==> src/acsc_map.svh <==
// Register offsets, field positions, reset values and timing counts
// for the serial channel control block. Definitions only.
`ifndef ACSC_MAP_SVH
`define ACSC_MAP_SVH
`define ACSC_OFS_CTRL 6'h20
`define ACSC_OFS_COUNT_A 6'h24
`define ACSC_OFS_COUNT_B 6'h28
`define ACSC_OFS_COUNT_R 6'h2C
`define ACSC_CTRL_RESET 32'hFF800000
`define ACSC_CTRL_ONES 32'hFF800000
`define ACSC_COUNT_RESET 16'h0000
`define ACSC_BIT_TEST_SRC 22
`define ACSC_END_STEP_LO 19
`define ACSC_START_STEP_LO 16
`define ACSC_BIT_REC_STOP 15
`define ACSC_BIT_B_STOP 14
`define ACSC_BIT_A_STOP 13
`define ACSC_BIT_B_HOLD 12
`define ACSC_BIT_A_HOLD 11
`define ACSC_BIT_REC_IRQ 10
`define ACSC_BIT_B_IRQ 9
`define ACSC_BIT_A_IRQ 8
`define ACSC_BIT_A_RELOAD 7
`define ACSC_BIT_B_HOLD_OFF 6
`define ACSC_BIT_REC_16 5
`define ACSC_BIT_REC_STEREO 4
`define ACSC_CLK_NS 20
`define ACSC_RELOAD_HOLD_NS 1000
`define ACSC_RELOAD_HOLD_CYC (`ACSC_RELOAD_HOLD_NS / `ACSC_CLK_NS)
`endif

==> src/acsc_pkg.sv <==
// Types shared by the serial channel control block.
// Assumes acsc_map.svh supplies the numeric constants.
package acsc_pkg;
    // Channel sequencer, Gray coded along idle, run, stop
    typedef enum logic [1:0] {
        ACSC_IDLE = 2'b00,
        ACSC_RUN = 2'b01,
        ACSC_STOP = 2'b11
    } acsc_state_e;
    // Sample formats: bit 1 sixteen bit, bit 0 stereo
    typedef enum logic [1:0] {
        ACSC_FMT_8M = 2'b00,
        ACSC_FMT_8S = 2'b01,
        ACSC_FMT_16M = 2'b10,
        ACSC_FMT_16S = 2'b11
    } acsc_fmt_e;
endpackage

==> src/acsc_channel.sv <==
// One sample channel: live sample counter, loop/stop sequencing and
// the pending interrupt flag. Assumes tick_i is a one-cycle frame pulse.
`timescale 1ns/1ps
`default_nettype none
module acsc_channel (
    // Clock and reset
    input wire logic clk_i,
    input wire logic rst_n_i,
    // Control
    input wire logic enable_i,
    input wire logic tick_i,
    input wire logic hold_i,
    input wire logic stop_on_zero_i,
    input wire logic irq_enable_i,
    input wire logic load_req_i,
    input wire logic [15:0] count_i,
    // Status
    output logic [15:0] live_o,
    output logic advance_o,
    output logic start_o,
    output logic wrap_o,
    output logic stopped_o,
    output logic irq_o
);
    import acsc_pkg::*;
    acsc_state_e state_r, state_nxt;
    logic [15:0] live_r, live_nxt;
    logic irq_r, irq_nxt;
    logic load_r, load_nxt;

    // Sequencer; a pending forced load takes the next frame instead of a sample
    always_comb begin
        state_nxt = state_r;
        live_nxt = live_r;
        irq_nxt = irq_r & irq_enable_i;
        load_nxt = load_r | load_req_i;
        start_o = 1'b0;
        advance_o = 1'b0;
        wrap_o = 1'b0;
        if (!enable_i) begin
            state_nxt = ACSC_IDLE;
        end else begin
            unique case (state_r)
                ACSC_IDLE: begin
                    state_nxt = ACSC_RUN;
                    live_nxt = count_i;
                    load_nxt = 1'b0;
                    start_o = 1'b1;
                end
                ACSC_RUN, ACSC_STOP: begin
                    if (tick_i && load_r) begin
                        live_nxt = count_i;
                        load_nxt = load_req_i;
                    end else if (tick_i && state_r == ACSC_RUN && !hold_i) begin
                        advance_o = 1'b1;
                        if (live_r == 16'h0000) begin
                            wrap_o = 1'b1;
                            irq_nxt = irq_enable_i;
                            if (stop_on_zero_i) begin
                                state_nxt = ACSC_STOP;
                            end else begin
                                live_nxt = count_i;
                            end
                        end else begin
                            live_nxt = live_r - 16'h0001;
                        end
                    end
                end
                default: state_nxt = ACSC_IDLE;
            endcase
        end
    end

    // State registers
    always_ff @(posedge clk_i or negedge rst_n_i) begin
        if (!rst_n_i) begin
            state_r <= ACSC_IDLE;
            live_r <= 16'h0000;
            irq_r <= 1'b0;
            load_r <= 1'b0;
        end else begin
            state_r <= state_nxt;
            live_r <= live_nxt;
            irq_r <= irq_nxt;
            load_r <= load_nxt;
        end
    end

    assign live_o = live_r;
    assign stopped_o = (state_r == ACSC_STOP);
    assign irq_o = irq_r;
endmodule
`default_nettype wire

==> src/acsc_serial_ctrl.sv <==
// Serial channel control: control and count registers, frame timing
// from the codec or test clock, and the sample format paths.
// Assumes a host register port on clk_i and frame clocks from pins.
//
// Summary of operation
// Control bits 31..23 read as ones; writes to them have no effect.
// Test bit 22 takes frame timing from the serial input word clock.
// In loop mode, channel B adds its end step at each loop end.
// Software keeps the loop end step nonzero: one for 8-bit, two 16-bit.
// Each start of channel B adds its start step to the address.
// Software programs an even start step for 16-bit channel B samples.
// Record count zero raises interrupt if enabled; bit 15 stops recording.
// Playback count zero raises interrupt; stop bit set holds last sample.
// Playback hold bit repeats the last sample from the next sample on.
// Interrupt enable gates interrupt; writing zero clears it, one re-arms.
// Rising reload bit loads channel A count at next frame clock edge.
// Software may drop the reload bit at once; under one microsecond suffices.
// Disabled channel B sends zeros, or last sample with bit 6 and stop.
// Record format: 8-bit mono, 8-bit stereo, 16-bit mono, 16-bit stereo.
// Eight-bit record inverts sample msb; mono record keeps left only.
// Count registers: low 16 bits writable, high 16 bits show live count.
// Programmed count holds the number of samples minus one.
// Eight-bit playback inverts msb; mono playback sends left to both.
// Live counter steps per frame and reloads at zero in loop mode.
`timescale 1ns/1ps
`default_nettype none
`include "acsc_map.svh"
module acsc_serial_ctrl (
    // Clock and reset
    input wire logic clk_i,
    input wire logic rst_n_i,
    // Host register port
    input wire logic reg_wr_i,
    input wire logic [5:0] reg_addr_i,
    input wire logic [3:0] reg_be_i,
    input wire logic [31:0] reg_wdata_i,
    output logic [31:0] reg_rdata_o,
    // Frame clocks from pins
    input wire logic codec_lrclk_i,
    input wire logic i2s_lrclk_i,
    // Channel enables and playback formats
    input wire logic play_a_enable_i,
    input wire logic play_b_enable_i,
    input wire logic rec_enable_i,
    input wire acsc_pkg::acsc_fmt_e play_a_format_i,
    input wire acsc_pkg::acsc_fmt_e play_b_format_i,
    // Playback sample words from the cache
    input wire logic [31:0] play_a_word_i,
    input wire logic [31:0] play_b_word_i,
    output logic play_a_fetch_o,
    output logic play_b_fetch_o,
    output logic [15:0] play_b_addr_o,
    // Playback samples to the codec
    output logic [15:0] play_a_left_o,
    output logic [15:0] play_a_right_o,
    output logic [15:0] play_b_left_o,
    output logic [15:0] play_b_right_o,
    // Record samples from the codec, words to the cache
    input wire logic [15:0] rec_left_i,
    input wire logic [15:0] rec_right_i,
    output logic [31:0] rec_word_o,
    output logic rec_valid_o,
    // Pending channel interrupts
    output logic play_a_irq_o,
    output logic play_b_irq_o,
    output logic rec_irq_o
);
    import acsc_pkg::*;

    logic [22:0] ctrl_r, ctrl_nxt;
    logic [15:0] cnt_a_r, cnt_a_nxt, cnt_b_r, cnt_b_nxt, cnt_r_r, cnt_r_nxt;
    logic [1:0] codec_sync_r, i2s_sync_r;
    logic frame_prev_r, rld_prev_r;
    logic [31:0] rdata_nxt;
    logic frame_lvl, tick, reload_rise;
    logic [15:0] live_a, live_b, live_rec;
    logic start_b, wrap_b, wrap_a, wrap_rec, rec_adv, stopped_a, stopped_b;
    logic stopped_rec;
    logic [15:0] addr_b_r, addr_b_nxt;
    logic [15:0] pa_l_r, pa_l_nxt, pa_r_r, pa_r_nxt, pb_l_r, pb_l_nxt, pb_r_r, pb_r_nxt;
    logic [31:0] rec_word_r, rec_word_nxt;
    logic rec_valid_r, rec_valid_nxt;

    // Byte-lane merge for partial writes
    function automatic logic [31:0] merge_be(input logic [31:0] old_v, input logic [31:0] new_v,
                                             input logic [3:0] be);
        logic [31:0] res;
        res = old_v;
        for (int i = 0; i < 4; i++) begin
            if (be[i]) begin
                res[i*8 +: 8] = new_v[i*8 +: 8];
            end
        end
        return res;
    endfunction

    // Playback word to left/right pair; 8-bit data is unsigned, so its msb flips
    function automatic logic [31:0] play_decode(input acsc_fmt_e fmt, input logic [31:0] w);
        logic [15:0] l, r;
        l = w[15:0];
        r = w[31:16];
        unique case (fmt)
            ACSC_FMT_8M: begin
                l = {~w[7], w[6:0], 8'h00};
                r = l;
            end
            ACSC_FMT_8S: begin
                l = {~w[7], w[6:0], 8'h00};
                r = {~w[15], w[14:8], 8'h00};
            end
            ACSC_FMT_16M: r = l;
            ACSC_FMT_16S: r = w[31:16];
        endcase
        return {r, l};
    endfunction

    // Bytes taken per sample frame by channel B
    function automatic logic [15:0] frame_bytes(input acsc_fmt_e fmt);
        unique case (fmt)
            ACSC_FMT_8M: frame_bytes = 16'h0001;
            ACSC_FMT_8S, ACSC_FMT_16M: frame_bytes = 16'h0002;
            ACSC_FMT_16S: frame_bytes = 16'h0004;
        endcase
    endfunction

    // Pin synchronisers; only the second stage is read
    always_ff @(posedge clk_i or negedge rst_n_i) begin
        if (!rst_n_i) begin
            codec_sync_r <= 2'b00;
            i2s_sync_r <= 2'b00;
        end else begin
            codec_sync_r <= {codec_sync_r[0], codec_lrclk_i};
            i2s_sync_r <= {i2s_sync_r[0], i2s_lrclk_i};
        end
    end

    // Frame source select and rising-edge tick
    assign frame_lvl = ctrl_r[`ACSC_BIT_TEST_SRC] ? i2s_sync_r[1] : codec_sync_r[1];
    assign tick = frame_lvl & ~frame_prev_r;
    assign reload_rise = ctrl_r[`ACSC_BIT_A_RELOAD] & ~rld_prev_r;

    // Register writes and read data
    always_comb begin
        logic [31:0] m;
        m = merge_be({9'h000, ctrl_r}, reg_wdata_i, reg_be_i);
        ctrl_nxt = ctrl_r;
        cnt_a_nxt = cnt_a_r;
        cnt_b_nxt = cnt_b_r;
        cnt_r_nxt = cnt_r_r;
        if (reg_wr_i) begin
            unique case (reg_addr_i)
                `ACSC_OFS_CTRL: ctrl_nxt = m[22:0];
                `ACSC_OFS_COUNT_A: cnt_a_nxt = merge_be({16'h0000, cnt_a_r}, reg_wdata_i, reg_be_i)
                                               [15:0];
                `ACSC_OFS_COUNT_B: cnt_b_nxt = merge_be({16'h0000, cnt_b_r}, reg_wdata_i, reg_be_i)
                                               [15:0];
                `ACSC_OFS_COUNT_R: cnt_r_nxt = merge_be({16'h0000, cnt_r_r}, reg_wdata_i, reg_be_i)
                                               [15:0];
                default: ;
            endcase
        end
        unique case (reg_addr_i)
            `ACSC_OFS_CTRL: rdata_nxt = `ACSC_CTRL_ONES | {9'h000, ctrl_r};
            `ACSC_OFS_COUNT_A: rdata_nxt = {live_a, cnt_a_r};
            `ACSC_OFS_COUNT_B: rdata_nxt = {live_b, cnt_b_r};
            `ACSC_OFS_COUNT_R: rdata_nxt = {live_rec, cnt_r_r};
            default: rdata_nxt = 32'h00000000;
        endcase
    end

    // Register file and edge history
    always_ff @(posedge clk_i or negedge rst_n_i) begin
        if (!rst_n_i) begin
            ctrl_r <= 23'(`ACSC_CTRL_RESET);
            cnt_a_r <= `ACSC_COUNT_RESET;
            cnt_b_r <= `ACSC_COUNT_RESET;
            cnt_r_r <= `ACSC_COUNT_RESET;
            reg_rdata_o <= 32'h00000000;
            frame_prev_r <= 1'b0;
            rld_prev_r <= 1'b0;
        end else begin
            ctrl_r <= ctrl_nxt;
            cnt_a_r <= cnt_a_nxt;
            cnt_b_r <= cnt_b_nxt;
            cnt_r_r <= cnt_r_nxt;
            reg_rdata_o <= rdata_nxt;
            frame_prev_r <= frame_lvl;
            rld_prev_r <= ctrl_r[`ACSC_BIT_A_RELOAD];
        end
    end

    // Channel A playback sequencer
    acsc_channel u_play_a (
        .clk_i(clk_i),
        .rst_n_i(rst_n_i),
        .enable_i(play_a_enable_i),
        .tick_i(tick),
        .hold_i(ctrl_r[`ACSC_BIT_A_HOLD]),
        .stop_on_zero_i(ctrl_r[`ACSC_BIT_A_STOP]),
        .irq_enable_i(ctrl_r[`ACSC_BIT_A_IRQ]),
        .load_req_i(reload_rise),
        .count_i(cnt_a_r),
        .live_o(live_a),
        .advance_o(play_a_fetch_o),
        .start_o(),
        .wrap_o(wrap_a),
        .stopped_o(stopped_a),
        .irq_o(play_a_irq_o)
    );

    // Channel B playback sequencer
    acsc_channel u_play_b (
        .clk_i(clk_i),
        .rst_n_i(rst_n_i),
        .enable_i(play_b_enable_i),
        .tick_i(tick),
        .hold_i(ctrl_r[`ACSC_BIT_B_HOLD]),
        .stop_on_zero_i(ctrl_r[`ACSC_BIT_B_STOP]),
        .irq_enable_i(ctrl_r[`ACSC_BIT_B_IRQ]),
        .load_req_i(1'b0),
        .count_i(cnt_b_r),
        .live_o(live_b),
        .advance_o(play_b_fetch_o),
        .start_o(start_b),
        .wrap_o(wrap_b),
        .stopped_o(stopped_b),
        .irq_o(play_b_irq_o)
    );

    // Record sequencer; no hold control on this channel
    acsc_channel u_rec (
        .clk_i(clk_i),
        .rst_n_i(rst_n_i),
        .enable_i(rec_enable_i),
        .tick_i(tick),
        .hold_i(1'b0),
        .stop_on_zero_i(ctrl_r[`ACSC_BIT_REC_STOP]),
        .irq_enable_i(ctrl_r[`ACSC_BIT_REC_IRQ]),
        .load_req_i(1'b0),
        .count_i(cnt_r_r),
        .live_o(live_rec),
        .advance_o(rec_adv),
        .start_o(),
        .wrap_o(wrap_rec),
        .stopped_o(stopped_rec),
        .irq_o(rec_irq_o)
    );

    // Sample paths; a held or stopped channel keeps its last pair by not loading
    always_comb begin
        logic [31:0] da, db;
        da = play_decode(play_a_format_i, play_a_word_i);
        db = play_decode(play_b_format_i, play_b_word_i);
        {pa_r_nxt, pa_l_nxt} = play_a_fetch_o ? da : {pa_r_r, pa_l_r};
        {pb_r_nxt, pb_l_nxt} = play_b_fetch_o ? db : {pb_r_r, pb_l_r};
        if (!play_b_enable_i && !(ctrl_r[`ACSC_BIT_B_HOLD_OFF] && ctrl_r[`ACSC_BIT_B_STOP])) begin
            {pb_r_nxt, pb_l_nxt} = 32'h00000000;
        end
        addr_b_nxt = addr_b_r;
        if (start_b) begin
            addr_b_nxt = addr_b_r + {13'h0000, ctrl_r[`ACSC_START_STEP_LO +: 3]};
        end else if (play_b_fetch_o) begin
            addr_b_nxt = addr_b_r + frame_bytes(play_b_format_i);
            if (wrap_b && !ctrl_r[`ACSC_BIT_B_STOP]) begin
                addr_b_nxt = addr_b_r + {13'h0000, ctrl_r[`ACSC_END_STEP_LO +: 3]};
            end
        end
        rec_valid_nxt = rec_adv;
        rec_word_nxt = rec_word_r;
        if (rec_adv) begin
            unique case (ctrl_r[`ACSC_BIT_REC_16 -: 2])
                ACSC_FMT_8M: rec_word_nxt = {24'h000000, ~rec_left_i[15], rec_left_i[14:8]};
                ACSC_FMT_8S: rec_word_nxt = {16'h0000, ~rec_right_i[15], rec_right_i[14:8],
                                             ~rec_left_i[15], rec_left_i[14:8]};
                ACSC_FMT_16M: rec_word_nxt = {16'h0000, rec_left_i};
                ACSC_FMT_16S: rec_word_nxt = {rec_right_i, rec_left_i};
            endcase
        end
    end

    // Sample path registers
    always_ff @(posedge clk_i or negedge rst_n_i) begin
        if (!rst_n_i) begin
            pa_l_r <= 16'h0000;
            pa_r_r <= 16'h0000;
            pb_l_r <= 16'h0000;
            pb_r_r <= 16'h0000;
            addr_b_r <= 16'h0000;
            rec_word_r <= 32'h00000000;
            rec_valid_r <= 1'b0;
        end else begin
            pa_l_r <= pa_l_nxt;
            pa_r_r <= pa_r_nxt;
            pb_l_r <= pb_l_nxt;
            pb_r_r <= pb_r_nxt;
            addr_b_r <= addr_b_nxt;
            rec_word_r <= rec_word_nxt;
            rec_valid_r <= rec_valid_nxt;
        end
    end

    assign play_a_left_o = pa_l_r;
    assign play_a_right_o = pa_r_r;
    assign play_b_left_o = pb_l_r;
    assign play_b_right_o = pb_r_r;
    assign play_b_addr_o = addr_b_r;
    assign rec_word_o = rec_word_r;
    assign rec_valid_o = rec_valid_r;
endmodule
`default_nettype wire

==> config.mk <==
export PLATFORM = sky130hd
export DESIGN_NAME = acsc_serial_ctrl
export DESIGN_NICKNAME = d
export VERILOG_FILES = /design/src/acsc_pkg.sv /design/src/acsc_channel.sv /design/src/acsc_serial_ctrl.sv
export VERILOG_INCLUDE_DIRS = /design/src
export SDC_FILE = /design/constraint.sdc
export NUM_CORES = 1
export LEC_CHECK = 0
export BUFFER_PORTS_ARGS = -buffer_cell sky130_fd_sc_hd__buf_2
export CORE_ASPECT_RATIO = 0.8
export CORE_UTILIZATION = 50
export CTS_CLUSTER_SIZE = 24
export DETAILED_ROUTE_END_ITERATION = 12
export PLACE_DENSITY_LB_ADDON = 0.3
export SYNTH_ARGS = -nofsm -noshare
export SYNTH_HDL_FRONTEND = slang
export SYNTH_SLANG_ARGS = --single-unit
==> constraint.sdc <==
create_clock -name clk_i -period 3.45 [get_ports clk_i]
set_clock_uncertainty 0.1 [all_clocks]
set_input_delay 0.345 -clock clk_i [delete_from_list [all_inputs] [get_ports clk_i]]
set_output_delay 0.345 -clock clk_i [all_outputs]
set_load 0.02 [all_outputs]
==> impl_metrics.ini, run 1 <==
[global_route]
grt_pass1_vias = 11200
grt_max_degree = 84
gr-total-overflow = 0
grtUsageTotal = 0.280
grt_pass1_wl_um = 62300
antenna_found_initial = 2

[cts]
h-tree-depth = 1
cts_tree = done
numCtsBuffers = 29
cts_sinks = 280
clk_latency_ns = 0.55
clkTransAtPathRegs_ns = 0.06
clock_path_buffers = 3
root_buffer = clkbuf_16

[yosys]
synth-edff-count = 0
ys_seq_elements = 280
avgSynthCellArea_um2 = 10.7
syn_inst = 1294
async_flop_share = 1.00
synth_top_family_by_area = simple AND/OR/NAND/NOR gates
ys_types = 76
synthAdderAreaFrac = 0.0132
yosys.area.top_type = dfrtp_1
synthTopCellsByArea = dfrtp_1 (51%), mux2_2 (4.8%), nand2_1 (4.1%)
synth_top_area_share = 0.507
syn_area_mm2 = 0.0138
synth-compound-area-share = 0.137
synthXorXnorAreaFrac = 0.00887
yosysSeqAreaShare = 0.507
synthSimpleGateAreaFrac = 0.165
synthFlopType = dfrtp_1
yosys_warnings = 0
syn_nets = 1458
synth.area.mux_share = 0.138

[drt]
wl_per_cell_um = 20.1
first_iter_violations = 1019
drtPass1Iterations = 5
detail-route-antenna-nets = 0
drc_errors = 0
vias_per_cell = 5.88
vias = 12000
totalWireLength_um = 40800

[placement]
place_congestion = 0.949
dpl.hpwl_um = 28300
portBuffers = 289
placed_cells = 1897

[power_and_ir_drop]
power_density_mw_per_mm2 = 536
leakage_nw = 8.58
vdd_drop_max_v = 0.000377

[cells_and_area]
synthToLayoutAreaGrowth_pct = 26.1
fin_util = 0.640
n_fill_cell = 2163
layout.cells.non_filler = 2034
nets = 1811
drive_gt1_frac = 0.294

[hold_path]
hold_path.class = in2reg
hold_start = rec_left_i[10]
holdPathStages = 3
hold_end = rec_word_o[10]$_DFFE_PN0P_

[sta]
slew_headroom = 0.425
period_minus_slack_ns = 3.38
drv_slew = 0
rsz0062_at_grt = true
fmax_mhz = 296
finalSetupViolations = 0
worstMarginPinSlew_ns = 0.862
hold_viol = 0
hold_ws_ns = 0.00574
fin_crit_sh = 0.980
tns_ns = 0

[worst_setup_path]
worst-setup-path-type = reg2reg
reg2reg_setup_slack_ns = 0.07
r2r_end = play_b_addr_o[13]$_DFFE_PN0P_
reg2regPathDepth = 12
r2r-start = u_play_b.live_o[11]$_DFFE_PN0P_
required_ns = 3.78
critPathLaunch = u_play_b.live_o[11]$_DFFE_PN0P_
critPathCaptureType = flop
cp-start-kind = flop
timing.critical_path.fanout_max = 5
crit_arrival_ns = 3.72

[floorplan]
rows = 54
die_x_um = 188
core_area_mm2 = 0.0272
die_area_mm2 = 0.0283
initial_core_util = 0.507
ios = 300
die_h_um = 151

[run_status]
outcome = completed

[flow_run]
max_cap_violations = 0
-- logic make-up (layout without fill, tap and decap cells) --
kind of cell               count (synthesis)  in the layout
DFF                                      280            280
AOI/OAI and AO/OA                        284            284
xor gates and xnor gates                  14             14
muxes                                    152            152
buffers and inverters                    108            483
adders and majority gates                 14             14
and+or+nand+nor                          442            442
other                                      0              1
-- layout make-up --
type	instances	area [um2]	area share
sequential	280	7010	0.402
multi-input combinational	906	6410	0.368
timing repair buffer	400	2520	0.144
clock buffer	43	868	0.0498
tap	364	455	0.0261
inverter	30	113	0.00646
clock inverter	10	56.3	0.00323
antenna	1	2.50	0.000144
-- critical path, cell delays in order (launching register included) --
cell,delay (ns)
dfrtp_1,0.38
or3_4,0.39
or4_4,0.54
nor4_4,0.22
buf_4,0.18
mux2i_1,0.23
o21ai_2,0.09
ha_1,0.30
a21o_1,0.13
a21oi_2,0.10
nor4b_4,0.31
nand3_1,0.15
xnor2_1,0.15
-- layout by cell type, fill, tap and decap left out, types with 7 or more instances in the layout --
master	count
buf_2	288
dfrtp_1	280
nand2_1	150
dlygate4sd3_1	76
nand3_1	68
o21ai_0	65
nor2_1	63
mux2_2	59
mux2i_1	54
a21oi_1	44
and2_1	36
buf_4	32
nor3_1	31
clkbuf_16	29
inv_1	26
a22oi_1	24
mux4_2	23
a211oi_1	22
o2bb2ai_1	19
o21ai_1	18
mux2_1	16
ha_1	13
nor4_1	12
o31ai_1	12
a21o_1	11
nor2b_1	11
xnor2_1	11
or3_1	9
o211ai_1	9
a221oi_1	9
clkbuf_8	9
nand4_1	8
o22ai_1	8
clkinv_2	8
and3_1	7
nor2_2	7
a2bb2oi_1	7
a311oi_1	7
-- through the flow --
| stage | instance area [um2] | total power [W] | setup slack (ns) |
|---|---|---|---|
| 2_1_floorplan | 13800 | 0.00538 | 0.168 |
| 3_3_place_gp | 15700 | 0.00613 | 0.158 |
| 3_5_place_dp | 15700 | 0.00619 | 0.0567 |
| 4_1_cts | 17300 | 0.00930 | 0.0375 |
| 5_1_grt | 17400 | 0.00975 | -0.0653 |
| 6_report | 17400 | 0.00935 | 0.0675 |
-- power by group --
group          switching, W  total [W]  leakage [nW]  internal [W]
clock               0.00132    0.00305         0.464       0.00173
combinational       0.00122    0.00214          4.39      0.000922
sequential         0.000493    0.00416          3.73       0.00367
-- how the worst max path moves through the flow --
stage          cells past startpoint                       endpoint  slack [ns]
2_1_floorplan                     13  play_b_addr_o[13]$_DFFE_PN0P_        0.17
3_5_place_dp                      11  play_b_addr_o[13]$_DFFE_PN0P_        0.06
3_3_place_gp                      11  play_b_addr_o[15]$_DFFE_PN0P_        0.16
5_1_grt                           12  play_b_addr_o[13]$_DFFE_PN0P_       -0.07
6_report                          12  play_b_addr_o[13]$_DFFE_PN0P_        0.07
4_1_cts                           11   play_b_addr_o[7]$_DFFE_PN0P_        0.04
-- metal layers --
metal / vias up / wire [um] / track usage
met5: - / 13 / 0
met3: 81 / 3510 / 0.0559
li1: 5434 / - / -
met4: 2 / 1170 / 0.0923
met1: 5888 / 17600 / 0.407
met2: 558 / 18500 / 0.420
-- cells in the mapped netlist (12+ instances only) --
cell / number
ha_1: 13
nand3_1: 68
a21oi_1: 46
inv_1: 26
o31ai_1: 12
clkbuf_1: 55
nor3_1: 31
a211oi_1: 22
mux2_2: 59
nand2_1: 150
mux4_2: 23
a22oi_1: 24
dfrtp_1: 280
mux2i_1: 54
nor4_1: 12
nor2_1: 63
o21ai_0: 65
mux2_1: 16
buf_2: 14
o21ai_1: 19
and2_1: 36
o2bb2ai_1: 19
-- timing repair --
item,CTS,global route
hold endpoints to repair,198,0
gates resized for setup,0,7
endpoints found under the setup margin,0,12
setup buffers,0,7
hold buffers,76,0
No activity file was read; power rests on OpenSTA's default activity.
==> run 2: changes to the inputs <==
--- a/config.mk
+++ b/config.mk
@@ -13,3 +13,3 @@
 export DETAILED_ROUTE_END_ITERATION = 12
-export PLACE_DENSITY_LB_ADDON = 0.3
+export PLACE_DENSITY_LB_ADDON = 0.05
 export SYNTH_ARGS = -nofsm -noshare
==> constraint.sdc (replaced) <==
create_clock -name clk_i -period 3.45 [get_ports clk_i]
set_clock_uncertainty 0.1 [all_clocks]
set_input_delay 0.69 -clock clk_i [delete_from_list [all_inputs] [get_ports clk_i]]
set_output_delay 0.69 -clock clk_i [all_outputs]
set_load 0.02 [all_outputs]
==> impl_metrics.ini, run 2 (same netlist as run 1, synthesis figures left out) <==
[worst_setup_path]
cp-start-kind = flop
timing.critical_path.fanout_max = 38
critPathSlowestCell = mux2i_1
required_ns = 2.66
critPathCaptureType = output port
worst-setup-path-type = reg2out
crit_chain = mux2i_1 -> inv_2 -> nand3_1 -> buf_4 -> inv_1 -> buf_2
reg2reg_setup_slack_ns = 0.16
crit_end = play_b_fetch_o
critPathLaunch = ctrl_r[22]$_DFFE_PN0P_
r2r_end = play_b_addr_o[6]$_DFFE_PN0P_
reg2regPathDepth = 12
crit_arrival_ns = 2.52
r2r-start = u_play_b.live_o[10]$_DFFE_PN0P_
cp_slowest_stage_delay_ns = 0.54

[floorplan]
ios = 300
core_area_mm2 = 0.0272
rows = 54
die_x_um = 188
initial_core_util = 0.507
die_h_um = 151
die_area_mm2 = 0.0283

[cells_and_area]
synthToLayoutAreaGrowth_pct = 21.9
drive_gt1_frac = 0.313
fin_area_mm2 = 0.0168
seq_area_mm2 = 0.00701
layout.cells.non_filler = 1971
final_cell_mix = buf_2 (288), dfrtp_1 (280), nand2_1 (150), nand3_1 (68), o21ai_0 (65)
n_fill_cell = 2341
layout_commonest_cell = buf_2
multiInputGateArea_mm2 = 0.00641
nets = 1746

[drt]
totalWireLength_um = 40900
first_iter_violations = 925
vias = 11400
detail-route-antenna-nets = 0
vias_per_cell = 5.79
drtPass1Iterations = 5
wl_per_cell_um = 20.7
drc_errors = 0

[cts]
cts_sinks = 280
post_cts_buffers = 0
numCtsBuffers = 30
clkTransAtPathRegs_ns = 0.06
h-tree-depth = 1
root_buffer = clkbuf_16
clock_path_buffers = 3
cts_tree = done
clk_latency_ns = 0.55

[sta]
fmax_mhz = 302
rsz0062_at_grt = true
worstMarginPinSlew_ns = 0.859
hold_ws_ns = -0.00963
fin_crit_sh = 0.959
drv_slew = 0
finalSetupViolations = 0
hold_viol = 7
period_minus_slack_ns = 3.31
slew_headroom = 0.427
tns_ns = 0

[power_and_ir_drop]
vdd_drop_max_v = 0.000486
power_density_mw_per_mm2 = 569
finalPower_w = 0.00960
leakage_nw = 8.36

[placement]
portBuffers = 289
place_congestion = 0.909
placed_cell_area_mm2 = 0.0158
dpl.hpwl_um = 29400
placed_cells = 1914

[global_route]
grt_pass1_vias = 10500
antenna_found_initial = 3
grtUsageTotal = 0.285
grt_pass1_wl_um = 62200
grt_max_degree = 87
gr-total-overflow = 0

[run_status]
outcome = finished, violations left
violations = negative hold slack

[hold_path]
hold_path.class = in2async

[flow_run]
max_cap_violations = 0
-- run 2: cell types whose count changed in the layout (fill, tap and decap cells not counted), moves of 2 or more --
cell | before | now
buf_4 | 32 | 42
bufinv_16 | 0 | 3
clkbuf_16 | 29 | 31
clkbuf_8 | 9 | 6
dlygate4sd3_1 | 76 | 0
-- run 2: through the flow --
stage | setup WS [ns] | util
6_report | 0.142 | 0.619
5_1_grt | -0.0509 | 0.619
4_1_cts | 0.0797 | 0.617
3_5_place_dp | -0.175 | 0.580
3_3_place_gp | -0.0307 | 0.580
2_1_floorplan | 0.168 | -
-- run 2: per-layer routing --
metal | share of wire | track usage | wire [um] | vias up
met5 | 0.00032 | 0 | 13 | -
met4 | 0.014 | 0.0496 | 564 | 2
met3 | 0.079 | 0.0590 | 3210 | 44
met2 | 0.44 | 0.420 | 18000 | 407
met1 | 0.47 | 0.436 | 19100 | 5666
li1 | - | - | - | 5302
-- run 2: worst min path at each step --
stage | start | to | slack (ns) | cells after the start
floorplan | codec_sync_r[0]$_DFF_PN0_ | codec_sync_r[1]$_DFF_PN0_ | 0.23 | 0
global placement | codec_sync_r[0]$_DFF_PN0_ | codec_sync_r[1]$_DFF_PN0_ | 0.25 | 0
detailed placement | i2s_sync_r[0]$_DFF_PN0_ | i2s_sync_r[1]$_DFF_PN0_ | 0.24 | 0
CTS | rst_n_i | play_b_addr_o[11]$_DFFE_PN0P_ | 0.04 | 1
global route | rst_n_i | play_b_addr_o[13]$_DFFE_PN0P_ | 0.05 | 1
finish | rst_n_i | play_b_addr_o[11]$_DFFE_PN0P_ | -0.01 | 1
-- run 2: what timing repair did --
action                                  in CTS  in global routing
hold endpoints to repair                     0                  0
gates resized for setup                      0                  7
hold buffers                                 0                  0
endpoints found under the setup margin       0                 10
-- run 2: report_power, final --
part	switching, W	internal, W	leakage (nW)
Clock	0.00134	0.00200	0.512
Sequential	0.000496	0.00367	3.73
Combinational	0.00121	0.000881	4.12
Total	0.00305	0.00655	8.36
-- run 2: layout make-up --
| type | instances | share of cell area |
|---|---|---|
| antenna | 1 | 0.000149 |
| clock buffer | 43 | 0.0523 |
| clock inverter | 13 | 0.00906 |
| inverter | 30 | 0.00668 |
| multi-input combinational | 906 | 0.380 |
| sequential | 280 | 0.416 |
| tap | 364 | 0.0270 |
| timing repair buffer | 334 | 0.109 |
-- run 2: critical path, delay by kind of cell (launching register included) --
| family | cells | cell delay, ns |
|---|---|---|
| flops | 1 | 0.43 |
| simple gates | 1 | 0.18 |
| buf+inv | 4 | 0.78 |
| mux | 1 | 0.54 |
